<file path="src/rtl/nvm_pkg.sv">
`default_nettype none
package nvm_pkg;
  // ------------------------------------------------------------
  // register offsets
  // ------------------------------------------------------------
  localparam logic [11:0] OFS_STATUS   = 12'hB00;
  localparam logic [11:0] OFS_ERROR    = 12'hB01;
  localparam logic [11:0] OFS_RELOAD   = 12'hB02;
  localparam logic [11:0] OFS_SAVE     = 12'hB03;
  localparam logic [11:0] OFS_PIN_SEL  = 12'h01D;
  localparam logic [11:0] OFS_UPDATE   = 12'h232;
  localparam logic [11:0] SEG_BASE     = 12'hA00;
  // ------------------------------------------------------------
  // field positions and reset values
  // ------------------------------------------------------------
  localparam int          BIT_BUSY     = 0;
  localparam int          BIT_ERR      = 0;
  localparam int          BIT_WR_EN    = 0;
  localparam int          BIT_RELOAD   = 1;
  localparam int          BIT_SAVE     = 0;
  localparam int          BIT_PIN_SEL  = 7;
  localparam int          BIT_UPDATE   = 0;
  localparam int          BIT_OPCODE   = 7;
  localparam logic        WR_EN_RST    = 1'b0;
  localparam logic        PIN_SEL_RST  = 1'b0;
  // ------------------------------------------------------------
  // command list and storage
  // ------------------------------------------------------------
  localparam logic [7:0]  OP_UPDATE    = 8'hA0;
  localparam logic [7:0]  OP_END       = 8'hFF;
  localparam int          NVM_DEPTH    = 64;
  localparam int          NVM_IDX_W    = 6;
  localparam logic [5:0]  NVM_LAST     = 6'h3F;

  typedef enum logic [4:0] {
    ST_IDLE = 5'b00001,
    ST_CMD  = 5'b00010,
    ST_AHI  = 5'b00100,
    ST_ALO  = 5'b01000,
    ST_DATA = 5'b10000
  } walk_state_t;
endpackage : nvm_pkg
`default_nettype wire

</file>
<file path="src/rtl/nvm_control.sv">
`default_nettype none
// Behaviour
// - status bit 0 reads 1 while a save or load is running, read only
// - with pin-select bit 7 set, busy flag also drives the status pin
// - error bit 0 reads 1 after bad data in a load, read only
// - with select pin low, writing reload bit starts a load; bit self-clears
// - write-enable bit 0, default 0, blocks every save into storage
// - save bit starts copy to storage, reads 1 until copy done
// - command bit 7 clear: length plus one bytes, then address MSB first
// - command bit 7 set: commit opcode or end marker stopping transfer
// - update bit pulses commit on next edge and self-clears
module nvm_control (
  input  wire logic        core_clk,
  input  wire logic        reset_n,
  input  wire logic        regWrEn,
  input  wire logic        regRdEn,
  input  wire logic [11:0] regAddr,
  input  wire logic [7:0]  regWrData,
  output logic      [7:0]  regRdData,
  input  wire logic        nvmSelPin,
  output logic             statusPin,
  output logic      [11:0] bufAddr,
  input  wire logic [7:0]  bufRdData,
  output logic             bufWrEn,
  output logic      [7:0]  bufWrData,
  output logic             activeUpdate
);
  // ------------------------------------------------------------
  // state
  // ------------------------------------------------------------
  nvm_pkg::walk_state_t state_q;
  logic        saving_q;
  logic [5:0]  segIdx_q;
  logic [5:0]  nvmIdx_q;
  logic [6:0]  count_q;
  logic [11:0] dataAddr_q;
  logic        wrEnable_q;
  logic        pinSel_q;
  logic        error_q;
  logic        activeUpdate_q;
  logic [7:0]  regRdData_q;
  logic [7:0]  nvmRdData;
  logic [7:0]  srcByte;
  logic        busy;
  logic        saveReq;
  logic        loadReq;
  logic        lastByte;
  logic        isEnd;
  logic        isOpUpd;
  logic        badOp;

  function automatic logic hit(input logic [11:0] addr, input logic [11:0] ofs);
    hit = (addr == ofs);
  endfunction : hit

  // ------------------------------------------------------------
  // request decode
  // ------------------------------------------------------------
  assign busy     = (state_q != nvm_pkg::ST_IDLE);
  assign saveReq  = regWrEn && hit(regAddr, nvm_pkg::OFS_SAVE) && regWrData[nvm_pkg::BIT_SAVE]
                    && wrEnable_q && !busy;
  assign loadReq  = regWrEn && hit(regAddr, nvm_pkg::OFS_RELOAD) && regWrData[nvm_pkg::BIT_RELOAD]
                    && !nvmSelPin && !busy;
  assign srcByte  = saving_q ? bufRdData : nvmRdData;
  assign lastByte = (nvmIdx_q == nvm_pkg::NVM_LAST);
  assign isEnd    = (srcByte == nvm_pkg::OP_END);
  assign isOpUpd  = (srcByte == nvm_pkg::OP_UPDATE);
  assign badOp    = srcByte[nvm_pkg::BIT_OPCODE] && !isEnd && !isOpUpd;

  // ------------------------------------------------------------
  // command list walker
  // ------------------------------------------------------------
  always_ff @(posedge core_clk or negedge reset_n) begin
    if (!reset_n) begin
      state_q <= nvm_pkg::ST_IDLE;
    end else begin
      unique case (state_q)
        nvm_pkg::ST_IDLE: begin
          if (saveReq || loadReq) begin
            state_q <= nvm_pkg::ST_CMD;
          end
        end
        nvm_pkg::ST_CMD: begin
          if (isEnd || badOp || lastByte) begin
            state_q <= nvm_pkg::ST_IDLE;
          end else if (!srcByte[nvm_pkg::BIT_OPCODE]) begin
            state_q <= nvm_pkg::ST_AHI;
          end
        end
        nvm_pkg::ST_AHI: begin
          state_q <= lastByte ? nvm_pkg::ST_IDLE : nvm_pkg::ST_ALO;
        end
        nvm_pkg::ST_ALO: begin
          state_q <= lastByte ? nvm_pkg::ST_IDLE : nvm_pkg::ST_DATA;
        end
        nvm_pkg::ST_DATA: begin
          if (lastByte) begin
            state_q <= nvm_pkg::ST_IDLE;
          end else if (count_q == 7'h00) begin
            state_q <= nvm_pkg::ST_CMD;
          end
        end
        default: state_q <= nvm_pkg::ST_IDLE;
      endcase
    end
  end

  always_ff @(posedge core_clk or negedge reset_n) begin
    if (!reset_n) begin
      saving_q   <= 1'b0;
      segIdx_q   <= 6'h00;
      nvmIdx_q   <= 6'h00;
      count_q    <= 7'h00;
      dataAddr_q <= 12'h000;
    end else if (!busy) begin
      saving_q <= saveReq;
      segIdx_q <= 6'h00;
      nvmIdx_q <= 6'h00;
    end else begin
      nvmIdx_q <= nvmIdx_q + 6'h01;
      if (state_q != nvm_pkg::ST_DATA) begin
        segIdx_q <= segIdx_q + 6'h01;
      end
      unique case (state_q)
        nvm_pkg::ST_CMD:  count_q <= srcByte[6:0];
        nvm_pkg::ST_AHI:  dataAddr_q[11:8] <= srcByte[3:0];
        nvm_pkg::ST_ALO:  dataAddr_q[7:0] <= srcByte;
        nvm_pkg::ST_DATA: begin
          dataAddr_q <= dataAddr_q + 12'h001;
          count_q    <= count_q - 7'h01;
        end
        default: count_q <= count_q;
      endcase
    end
  end

  // ------------------------------------------------------------
  // storage and buffer side
  // ------------------------------------------------------------
  nvm_array u_array (
    .core_clk (core_clk),
    .reset_n  (reset_n),
    .wrEn     (saving_q && busy),
    .wrIdx    (nvmIdx_q),
    .wrData   (bufRdData),
    .rdIdx    (nvmIdx_q),
    .rdData   (nvmRdData)
  );

  assign bufAddr   = (state_q == nvm_pkg::ST_DATA) ? dataAddr_q : nvm_pkg::SEG_BASE + {6'h00, segIdx_q};
  assign bufWrEn   = !saving_q && (state_q == nvm_pkg::ST_DATA);
  assign bufWrData = nvmRdData;

  // ------------------------------------------------------------
  // control bits and flags
  // ------------------------------------------------------------
  always_ff @(posedge core_clk or negedge reset_n) begin
    if (!reset_n) begin
      wrEnable_q <= nvm_pkg::WR_EN_RST;
      pinSel_q   <= nvm_pkg::PIN_SEL_RST;
    end else if (regWrEn) begin
      if (hit(regAddr, nvm_pkg::OFS_RELOAD)) begin
        wrEnable_q <= regWrData[nvm_pkg::BIT_WR_EN];
      end
      if (hit(regAddr, nvm_pkg::OFS_PIN_SEL)) begin
        pinSel_q <= regWrData[nvm_pkg::BIT_PIN_SEL];
      end
    end
  end

  always_ff @(posedge core_clk or negedge reset_n) begin
    if (!reset_n) begin
      error_q <= 1'b0;
    end else if (loadReq) begin
      error_q <= 1'b0;
    end else if (busy && !saving_q && (badOp && state_q == nvm_pkg::ST_CMD || lastByte && !isEnd)) begin
      error_q <= 1'b1;
    end
  end

  always_ff @(posedge core_clk or negedge reset_n) begin
    if (!reset_n) begin
      activeUpdate_q <= 1'b0;
    end else begin
      activeUpdate_q <= (regWrEn && hit(regAddr, nvm_pkg::OFS_UPDATE) && regWrData[nvm_pkg::BIT_UPDATE])
                        || (busy && !saving_q && state_q == nvm_pkg::ST_CMD && isOpUpd);
    end
  end

  assign activeUpdate = activeUpdate_q;
  assign statusPin    = pinSel_q && busy;

  // ------------------------------------------------------------
  // register read
  // ------------------------------------------------------------
  always_ff @(posedge core_clk or negedge reset_n) begin
    if (!reset_n) begin
      regRdData_q <= 8'h00;
    end else if (regRdEn) begin
      regRdData_q <= 8'h00;
      if (hit(regAddr, nvm_pkg::OFS_STATUS)) begin
        regRdData_q[nvm_pkg::BIT_BUSY] <= busy;
      end
      if (hit(regAddr, nvm_pkg::OFS_ERROR)) begin
        regRdData_q[nvm_pkg::BIT_ERR] <= error_q;
      end
      if (hit(regAddr, nvm_pkg::OFS_RELOAD)) begin
        regRdData_q[nvm_pkg::BIT_WR_EN]  <= wrEnable_q;
        regRdData_q[nvm_pkg::BIT_RELOAD] <= busy && !saving_q;
      end
      if (hit(regAddr, nvm_pkg::OFS_SAVE)) begin
        regRdData_q[nvm_pkg::BIT_SAVE] <= busy && saving_q;
      end
      if (hit(regAddr, nvm_pkg::OFS_PIN_SEL)) begin
        regRdData_q[nvm_pkg::BIT_PIN_SEL] <= pinSel_q;
      end
    end
  end

  assign regRdData = regRdData_q;
endmodule : nvm_control
`default_nettype wire

</file>
<file path="src/rtl/nvm_array.sv">
`default_nettype none
module nvm_array (
  input  wire logic       core_clk,
  input  wire logic       reset_n,
  input  wire logic       wrEn,
  input  wire logic [5:0] wrIdx,
  input  wire logic [7:0] wrData,
  input  wire logic [5:0] rdIdx,
  output logic      [7:0] rdData
);
  // ------------------------------------------------------------
  // byte storage, erased state is end marker
  // ------------------------------------------------------------
  logic [7:0] mem_q [nvm_pkg::NVM_DEPTH];

  always_ff @(posedge core_clk or negedge reset_n) begin
    if (!reset_n) begin
      for (int i = 0; i < nvm_pkg::NVM_DEPTH; i++) begin
        mem_q[i] <= nvm_pkg::OP_END;
      end
    end else if (wrEn) begin
      mem_q[wrIdx] <= wrData;
    end
  end

  assign rdData = mem_q[rdIdx];
endmodule : nvm_array
`default_nettype wire

</file>
<file path="config.mk">
export PLATFORM = sky130hd
export DESIGN_NAME = nvm_control
export DESIGN_NICKNAME = d
export VERILOG_FILES = /design/src/rtl/nvm_pkg.sv /design/src/rtl/nvm_control.sv /design/src/rtl/nvm_array.sv
export SDC_FILE = /design/constraint.sdc
export NUM_CORES = 1
export LEC_CHECK = 0
export BUFFER_PORTS_ARGS = -buffer_cell sky130_fd_sc_hd__buf_2
export CAP_MARGIN = 20
export CORE_ASPECT_RATIO = 1.25
export CORE_UTILIZATION = 55
export CTS_BUF_LIST = sky130_fd_sc_hd__clkbuf_4 sky130_fd_sc_hd__clkbuf_8 sky130_fd_sc_hd__clkbuf_16
export CTS_CLUSTER_SIZE = 16
export DETAILED_ROUTE_END_ITERATION = 16
export PLACE_DENSITY = 0.8
export SYNTH_ARGS = -nofsm -noshare
export SYNTH_HDL_FRONTEND = slang
export SYNTH_SLANG_ARGS = --single-unit
</file>
<file path="constraint.sdc">
create_clock -name core_clk -period 5.3 [get_ports core_clk]
set_clock_uncertainty 0.2 [all_clocks]
set_input_delay 1.06 -clock core_clk [delete_from_list [all_inputs] [get_ports core_clk]]
set_output_delay 1.06 -clock core_clk [all_outputs]
set_load 0.01 [all_outputs]
</file>
==> results of run 1 <==
-- worst max-delay path, delay by kind of cell, from the launching register on --
family,cells,cell delay (ps)
flops,1,830
compound gates,2,720
buf+inv,2,680
simple gates,3,660
mux,1,400
-- flip-flops by register name, summed over array words and instances (netlist names) --
name           cells
wrEnable_q         1
pinSel_q           1
count_q            7
error_q            1
activeUpdate       1
segIdx_q           6
nvmIdx_q           6
regRdData          3
saving_q           1
state_q            5
dataAddr_q        12
u_array.mem_q    512
-- cell families after synthesis --
logic type | synth area share [%]
other | 0.0138
adders and majority gates | 0.231
and+or+nand+nor | 6.05
DFF | 53.7
muxes | 28.0
xor gates and xnor gates | 0.291
buffers and inverters | 3.23
AOI/OAI and AO/OA | 8.40
-- stage by stage --
| stage | hold slack (ps) | instance area, um2 | utilization [%] | worst slack [ps] | power (mW) |
|---|---|---|---|---|---|
| final | 292 | 29600 | 61.2 | 136 | 12.4 |
| after detailed placement | 286 | 27900 | 57.7 | 831 | 8.52 |
| after CTS | 297 | 29600 | 61.2 | 226 | 12.3 |
| after global placement | 281 | 27900 | 57.7 | 884 | 8.43 |
| after floorplan | 253 | 27100 | - | 1850 | 7.25 |
| after global routing | 314 | 29600 | 61.2 | 53.9 | 12.8 |
-- power breakdown --
part	total, mW	internal, mW	switching [mW]
sequential	5.06	4.74	0.316
clock	3.78	2.19	1.59
combinational	3.52	1.32	2.20
-- layout make-up --
cell class,count,area [um2]
Fill cell,3596,18800
Sequential cell,556,14600
Multi-Input combinational cell,1336,11700
Clock buffer,82,1630
Timing Repair Buffer,114,808
Tap cell,644,806
Clock inverter,8,90.1
Inverter,17,66.3
-- path summary, 6_finish.rpt --
kind	cells after the start	end	start	slack [ps]
hold reg to reg	1	count_q[6]$_DFFE_PN0P_	count_q[6]$_DFFE_PN0P_	290
max in group asynchronous	2	u_array.mem_q[500]$_DFFE_PN1P_	reset_n	3270
setup / recovery	8	bufWrData[2]	nvmIdx_q[2]$_DFF_PN0_	140
min in group asynchronous	1	nvmIdx_q[0]$_DFF_PN0_	reset_n	450
hold / removal	1	count_q[6]$_DFFE_PN0P_	count_q[6]$_DFFE_PN0P_	290
setup reg to reg	11	state_q[1]$_DFFE_PN0P_	nvmIdx_q[2]$_DFF_PN0_	630
-- layer usage --
metal	global-route usage, %	vias up
met1	35.8	9393
met5	0	-
met2	49.6	934
li1	-	7643
met4	16.4	2
met3	5.37	275
-- layout by cell type (no fill, tap or decap), types with 6 or more instances in the layout --
cell type and count:
o22a_1 11, dfrtp_1 40, nor3b_1 6, clkinv_2 6, inv_1 15, a221oi_1 36
a21oi_1 53, o21a_1 10, nand3_1 22, a31oi_1 6, and2_1 7, clkbuf_8 14
a22oi_1 42, nor2_1 68, mux2i_1 114, buf_4 55, nand2b_1 6, o21ai_0 42
nor2b_1 7, and3_1 15, or3_1 6, a211oi_1 7, clkbuf_4 15, buf_2 52
mux4_2 18, nand2_1 120, dfstp_2 513, nand4_1 13, a22o_1 10, a221o_1 15
o22ai_1 47, buf_12 6, clkbuf_16 53, xor2_1 7, mux2_2 530, nor3_1 17
nand3b_1 9
-- cells in the mapped netlist (4+ instances only) --
master and number:
a211oi_1 7, a21o_1 4, a21oi_1 53, a221o_1 15, a221oi_1 36, a22o_1 10, a22oi_1 42, a31oi_1 6
a32oi_1 4, and2_1 7, and3_1 15, and3b_1 4, buf_2 26, buf_4 17, buf_6 18, clkbuf_1 90
dfrtp_1 43, dfstp_2 513, ha_1 5, inv_1 15, mux2_2 530, mux2i_1 114, mux4_2 18, nand2_1 120
nand2b_1 6, nand3_1 22, nand3b_1 9, nand4_1 13, nand4b_1 5, nor2_1 68, nor2b_1 8, nor3_1 17
nor3b_1 6, o21a_1 10, o21ai_0 42, o221ai_1 5, o22a_1 11, o22ai_1 47, or2_2 5, or3_1 6
xor2_1 7
==> qor.yml, run 1 <==
logic_synthesis:
  avgSynthCellArea_um2: 13.2
  netlist_instances: 2059
  synth_edf_count: 0
  syn_area_mm2: 0.0271
  synth-main-ff-cell: "dfstp_2"
  seq_area_frac_synth_pct: 53.7
  yosys_register_bits: 556
  yosysWarnings: 0
  post_synth_num_cell_types: 80
  synthTopCellsByArea: "dfstp_2 (50%), mux2_2 (22%), mux2i_1 (4.2%), dfrtp_1 (4.0%), nand2_1 (1.7%)"
  synth_top_area_share_pct: 49.8
  synthArstFlopShare_pct: 100
  synth_largest_area_cell: "dfstp_2"
critical_path:
  arrival_ps: 3900
  cp.required_ps: 4040
  critPathMaxFanout: 36
  start_kind: "flip-flop"
  cp_cell_sequence: "buf_4 > mux2_2 > a222oi_1 > o21ai_0 > nand2_1 > nand3_1 > or2_2 > buf_2"
  end_kind: "output port"
  path_class: "flip-flop to output port"
  worst_path_largest_cell_delay_ps: 830
  slowest_stage: "dfrtp_4"
clocking:
  clk_latency_ps: 590
  ctsResizeCount: 0
  post_cts_buffers: 0
  cts_hold_buf: 0
  h-tree-depth: 2
  root_buffer: "clkbuf_16"
  cts_tree: "yes"
  clock-sinks: 556
  numCtsBuffers: 51
  cts_max_path_buffers: 3
  clk_pin_slew_ps: 60
drt:
  wl_mm: 73.7
  met3WireLength_mm: 5.84
  vias: 18247
  drt-met1-wl_mm: 27.0
  dr_wl_met2_mm: 36.4
  wire_per_inst_um: 26.7
  routed.top_layer: "met5"
  route.detailed.drc: 0
  viasPerCell: 6.62
  ant_nets: 0
  drt_iter0_markers: 2012
  drtPass1Iterations: 6
sta:
  drv_slew: 0
  relSlewSlack_pct: 25.3
  setup_viol: 0
  fin_crit_ps: 5160
  fin_crit_sh_pct: 97.4
  finalHoldViolCount: 0
  tightest_slew_ps: 1120
  fmax_mhz: 194
  fin_setup_tns_ps: 0
  rsz0062_at_grt: "no"
floorplanning:
  die_height_um: 250
  core.rowCount: 90
  core_mm2: 0.0484
  die-width_um: 200
  dieArea_mm2: 0.0501
  io_pins: 64
  initial_core_util_pct: 55.9
grt:
  antenna_found_initial: 1
  first_global_vias: 18794
  grt_max_degree: 127
  grt_util_all_layers_pct: 29.5
  grt_pass1_wl_mm: 114
  grt-ovfl-total: 0
cells_and_area:
  diodes: 0
  area_delta_synth_final_pct: 9.42
  nNetsFinal: 2114
  drive_gt1_share_pct: 61.2
  instances_no_fill: 2757
place:
  io_buffers: 53
  placed_cells: 2667
  finalWeightedCongestion: 0.945
  dp_hpwl_mm: 47.3
worst_hold_path:
  hold_class: "flip-flop to flip-flop"
run_status:
  status: "finished clean"
run:
  drv_cap: 0
power_and_ir_drop:
  power_density_mw_per_mm2: 417
  peakVddDrop_v: 0.000276
  leakage_nw: 11.4
Power figures use the tool's default switching activity.
==> run 2: changes to the inputs <==
--- a/config.mk
+++ b/config.mk
@@ -6,13 +6,13 @@
 export NUM_CORES = 1
 export LEC_CHECK = 0
 export BUFFER_PORTS_ARGS = -buffer_cell sky130_fd_sc_hd__buf_2
-export CAP_MARGIN = 20
+export CAP_MARGIN = 5
 export CORE_ASPECT_RATIO = 1.25
 export CORE_UTILIZATION = 55
 export CTS_BUF_LIST = sky130_fd_sc_hd__clkbuf_4 sky130_fd_sc_hd__clkbuf_8 sky130_fd_sc_hd__clkbuf_16
 export CTS_CLUSTER_SIZE = 16
 export DETAILED_ROUTE_END_ITERATION = 16
-export PLACE_DENSITY = 0.8
+export PLACE_DENSITY = 0.78
 export SYNTH_ARGS = -nofsm -noshare
 export SYNTH_HDL_FRONTEND = slang
 export SYNTH_SLANG_ARGS = --single-unit
==> constraint.sdc (replaced) <==
create_clock -name core_clk -period 5.3 [get_ports core_clk]
set_clock_uncertainty 0.2 [all_clocks]
set_input_delay 0.265 -clock core_clk [delete_from_list [all_inputs] [get_ports core_clk]]
set_output_delay 0.265 -clock core_clk [all_outputs]
set_load 0.01 [all_outputs]
==> run 2 against run 1 <==
Utilization rose by 0.54 points. First-iteration DRC count fell by 9.4%. Wire length increased by 0.31%. Via count is essentially flat. Register-to-register slack improved by 80 ps. Fmax increased by 12%. Combinational power grew 2%. Worst setup slack improved by 570 ps. Non-clock buffer count grew 19. Critical path depth up 2. Sequential share of layout area down 0.43 points. Final cell count increased by 0.83%.
==> qor.yml, run 2 (synthesis results as in run 1) <==
power_and_ir_drop:
  power_density_mw_per_mm2: 417  # about the same
  p_int_mw: 8.32  # was 8.26 mW
  peakVddDrop_v: 0.000260  # was 0.000276 V
  switching_power_mw: 4.15  # was 4.10 mW
  leakage_nw: 11.5  # was 11.4 nW
  seqPwrFrac_pct: 40.3  # was 40.9%
  swShare_pct: 33.3  # was 33.2%
  power_frac_comb_pct: 28.8  # was 28.5%
  total_power_mw: 12.5  # was 12.4 mW
  clockPowerShare_pct: 30.9  # was 30.6%
place:
  placed_cells: 2664  # was 2,667
  dp_hpwl_mm: 47.0  # was 47.3 mm
  place_ws_ps: 767  # was 831 ps
  finalWeightedCongestion: 0.954  # was 0.945
  io_buffers: 53  # unchanged
  post_dp_cell_area_mm2: 0.0279  # about the same
cells_and_area:
  top_register: "u_array.mem_q"  # unchanged
  finalInstanceArea_mm2: 0.0299  # was 0.0296 mm2
  multi_input_area_mm2: 0.0117  # about the same
  largest_register_ffs: 512  # unchanged
  mostFrequentLayoutCells: "mux2_2 (530), dfstp_2 (513), nand2_1 (120)"  # unchanged
  diodes: 0  # unchanged
  instances_no_fill: 2780  # was 2,757
  fin_util_pct: 61.7  # was 61.2%
  layout_commonest_cell: "mux2_2"  # unchanged
  register_area_mm2: 0.0146  # unchanged
  largestRegisters: "u_array.mem_q (512), dataAddr_q (12), count_q (7)"  # unchanged
  nNetsFinal: 2134  # was 2,114
  fillers: 3553  # was 3,596
  area_delta_synth_final_pct: 10.4  # was 9.42%
  drive_gt1_share_pct: 60.7  # was 61.2%
drt:
  vias: 18234  # was 18,247
  wl_mm: 73.9  # was 73.7 mm
  viasPerCell: 6.56  # was 6.62
  drtPass1Iterations: 5  # was 6
  route.detailed.drc: 0  # unchanged
  drt_iter0_markers: 1823  # was 2,012
  wire_per_inst_um: 26.6  # was 26.7 um
  ant_nets: 0  # unchanged
clocking:
  clk_latency_ps: 590  # about the same
  root_buffer: "clkbuf_16"  # unchanged
  cts_max_path_buffers: 3  # unchanged
  ctsResizeCount: 0  # unchanged
  cts_tree: "yes"  # unchanged
  h-tree-depth: 2  # unchanged
  clk_pin_slew_ps: 60  # about the same
  clock-sinks: 556  # unchanged
  numCtsBuffers: 52  # was 51
floorplanning:
  die-width_um: 200  # unchanged
  initial_core_util_pct: 55.9  # unchanged
  core.rowCount: 90  # unchanged
  die_height_um: 250  # unchanged
  core_mm2: 0.0484  # unchanged
  dieArea_mm2: 0.0501  # unchanged
  io_pins: 64  # unchanged
critical_path:
  slowest_stage: "or2b_1"  # was dfrtp_4
  path_class: "flip-flop to flip-flop"  # was flip-flop to output port
  arrival_ps: 4910  # was 3900 ps
  start_kind: "flip-flop"  # unchanged
  critPathMaxFanout: 16  # was 36
  cp_cell_sequence: "or2b_1 > o22ai_1 > o21ai_0 > o2111ai_1 > or3_1 > mux2i_1 > nand2_1 > or4_4 > a21oi_2 > a22o_1"  # was buf_4 > mux2_2 > a222oi_1 > o21ai_0 > nand2_1 > nand3_1 > or2_2 > buf_2
  worst_path_largest_cell_delay_ps: 850  # was 830 ps
  end_kind: "flip-flop"  # was output port
  cp.required_ps: 5620  # was 4040 ps
sta:
  setup_viol: 0  # unchanged
  rsz0062_at_grt: "no"  # unchanged
  worst_slack_ps: 709  # was 136 ps
  fmax_mhz: 218  # was 194 MHz
  drv_slew: 0  # unchanged
  relSlewSlack_pct: 13.7  # was 25.3%
  finalHoldViolCount: 0  # unchanged
  tightest_slew_ps: 1290  # was 1120 ps
  hold-worst-slack_ps: 59.4  # was 292 ps
  fin_setup_tns_ps: 0  # unchanged
  fin_crit_ps: 4590  # was 5160 ps
  fin_crit_sh_pct: 86.6  # was 97.4%
worst_hold_path:
  hold_class: "input pin to flip-flop"  # was flip-flop to flip-flop
grt:
  first_global_vias: 18757  # was 18,794
  grt-ovfl-total: 0  # unchanged
  grt_max_degree: 143  # was 127
  antenna_found_initial: 0  # was 1
  grt_util_all_layers_pct: 29.7  # was 29.5%
  grt_pass1_wl_mm: 114  # about the same
run_status:
  status: "finished clean"  # unchanged
run:
  drv_cap: 0  # unchanged
## run 2: cell count changes in the layout (fill, tap and decap cells not counted), sizes merged
cell         before  now
clkinvlp          0    1
buf             114  111
dlygate4sd3       0   22
clkbuf           82   85
## run 2: power by group through the flow
stage | clock network, mW | registers, mW | logic (mW)
after floorplan | 0 | 4.94 | 2.32
after global placement | 0 | 5.04 | 3.43
after detailed placement | 0 | 5.07 | 3.48
after CTS | 3.89 | 5.01 | 3.51
after global routing | 4.05 | 5.06 | 3.76
final | 3.85 | 5.02 | 3.59
## run 2: timing repair
action / 4_1_cts / 5_1_grt
endpoints found under the hold margin: 94 / 0
hold buffers: 22 / 0
buffers inserted: 0 / 0
## run 2: critical path, delay by kind of cell (launching register included)
kind / cells / cell delay, ps
and+or+nand+nor: 4 / 1940
AOI/OAI and AO/OA: 5 / 1260
DFF: 1 / 600
muxes: 1 / 500
## run 2: worst paths after layout
| check | startpoint | slack, ps | depth (start not counted) | end |
|---|---|---|---|---|
| setup / recovery | nvmIdx_q[1]$_DFF_PN0_ | 710 | 10 | state_q[1]$_DFFE_PN0P_ |
| hold / removal | regAddr[4] | 60 | 4 | activeUpdate$_DFF_PN0_ |
| setup reg to reg | nvmIdx_q[1]$_DFF_PN0_ | 710 | 10 | state_q[1]$_DFFE_PN0P_ |
| hold reg to reg | count_q[6]$_DFFE_PN0P_ | 300 | 1 | count_q[6]$_DFFE_PN0P_ |
| max in group asynchronous | reset_n | 3440 | 3 | dataAddr_q[8]$_DFFE_PN0P_ |
| min in group asynchronous | reset_n | 90 | 2 | regRdData[7]$_DFFE_PN0P_ |
## run 2: per-layer routing
metal | part of all wire [%] | global-route usage, % | vias up | routed length [um]
met5 | 0 | 0 | - | 0
li1 | - | - | 7703 | -
met3 | 7.4 | 5.30 | 245 | 5490
met2 | 47 | 48.1 | 855 | 34900
met1 | 39 | 37.4 | 9431 | 28900
met4 | 6.3 | 17.3 | 0 | 4680
## run 2: area by class of cell
| class | count | area share (%) |
|---|---|---|
| clock buffers | 85 | 5.62 |
| clock inverters | 9 | 0.326 |
| inverters | 17 | 0.222 |
| multi-input cells | 1336 | 39.1 |
| flip-flops and latches | 556 | 48.7 |
| well taps | 644 | 2.69 |
| repair buffers | 133 | 3.36 |
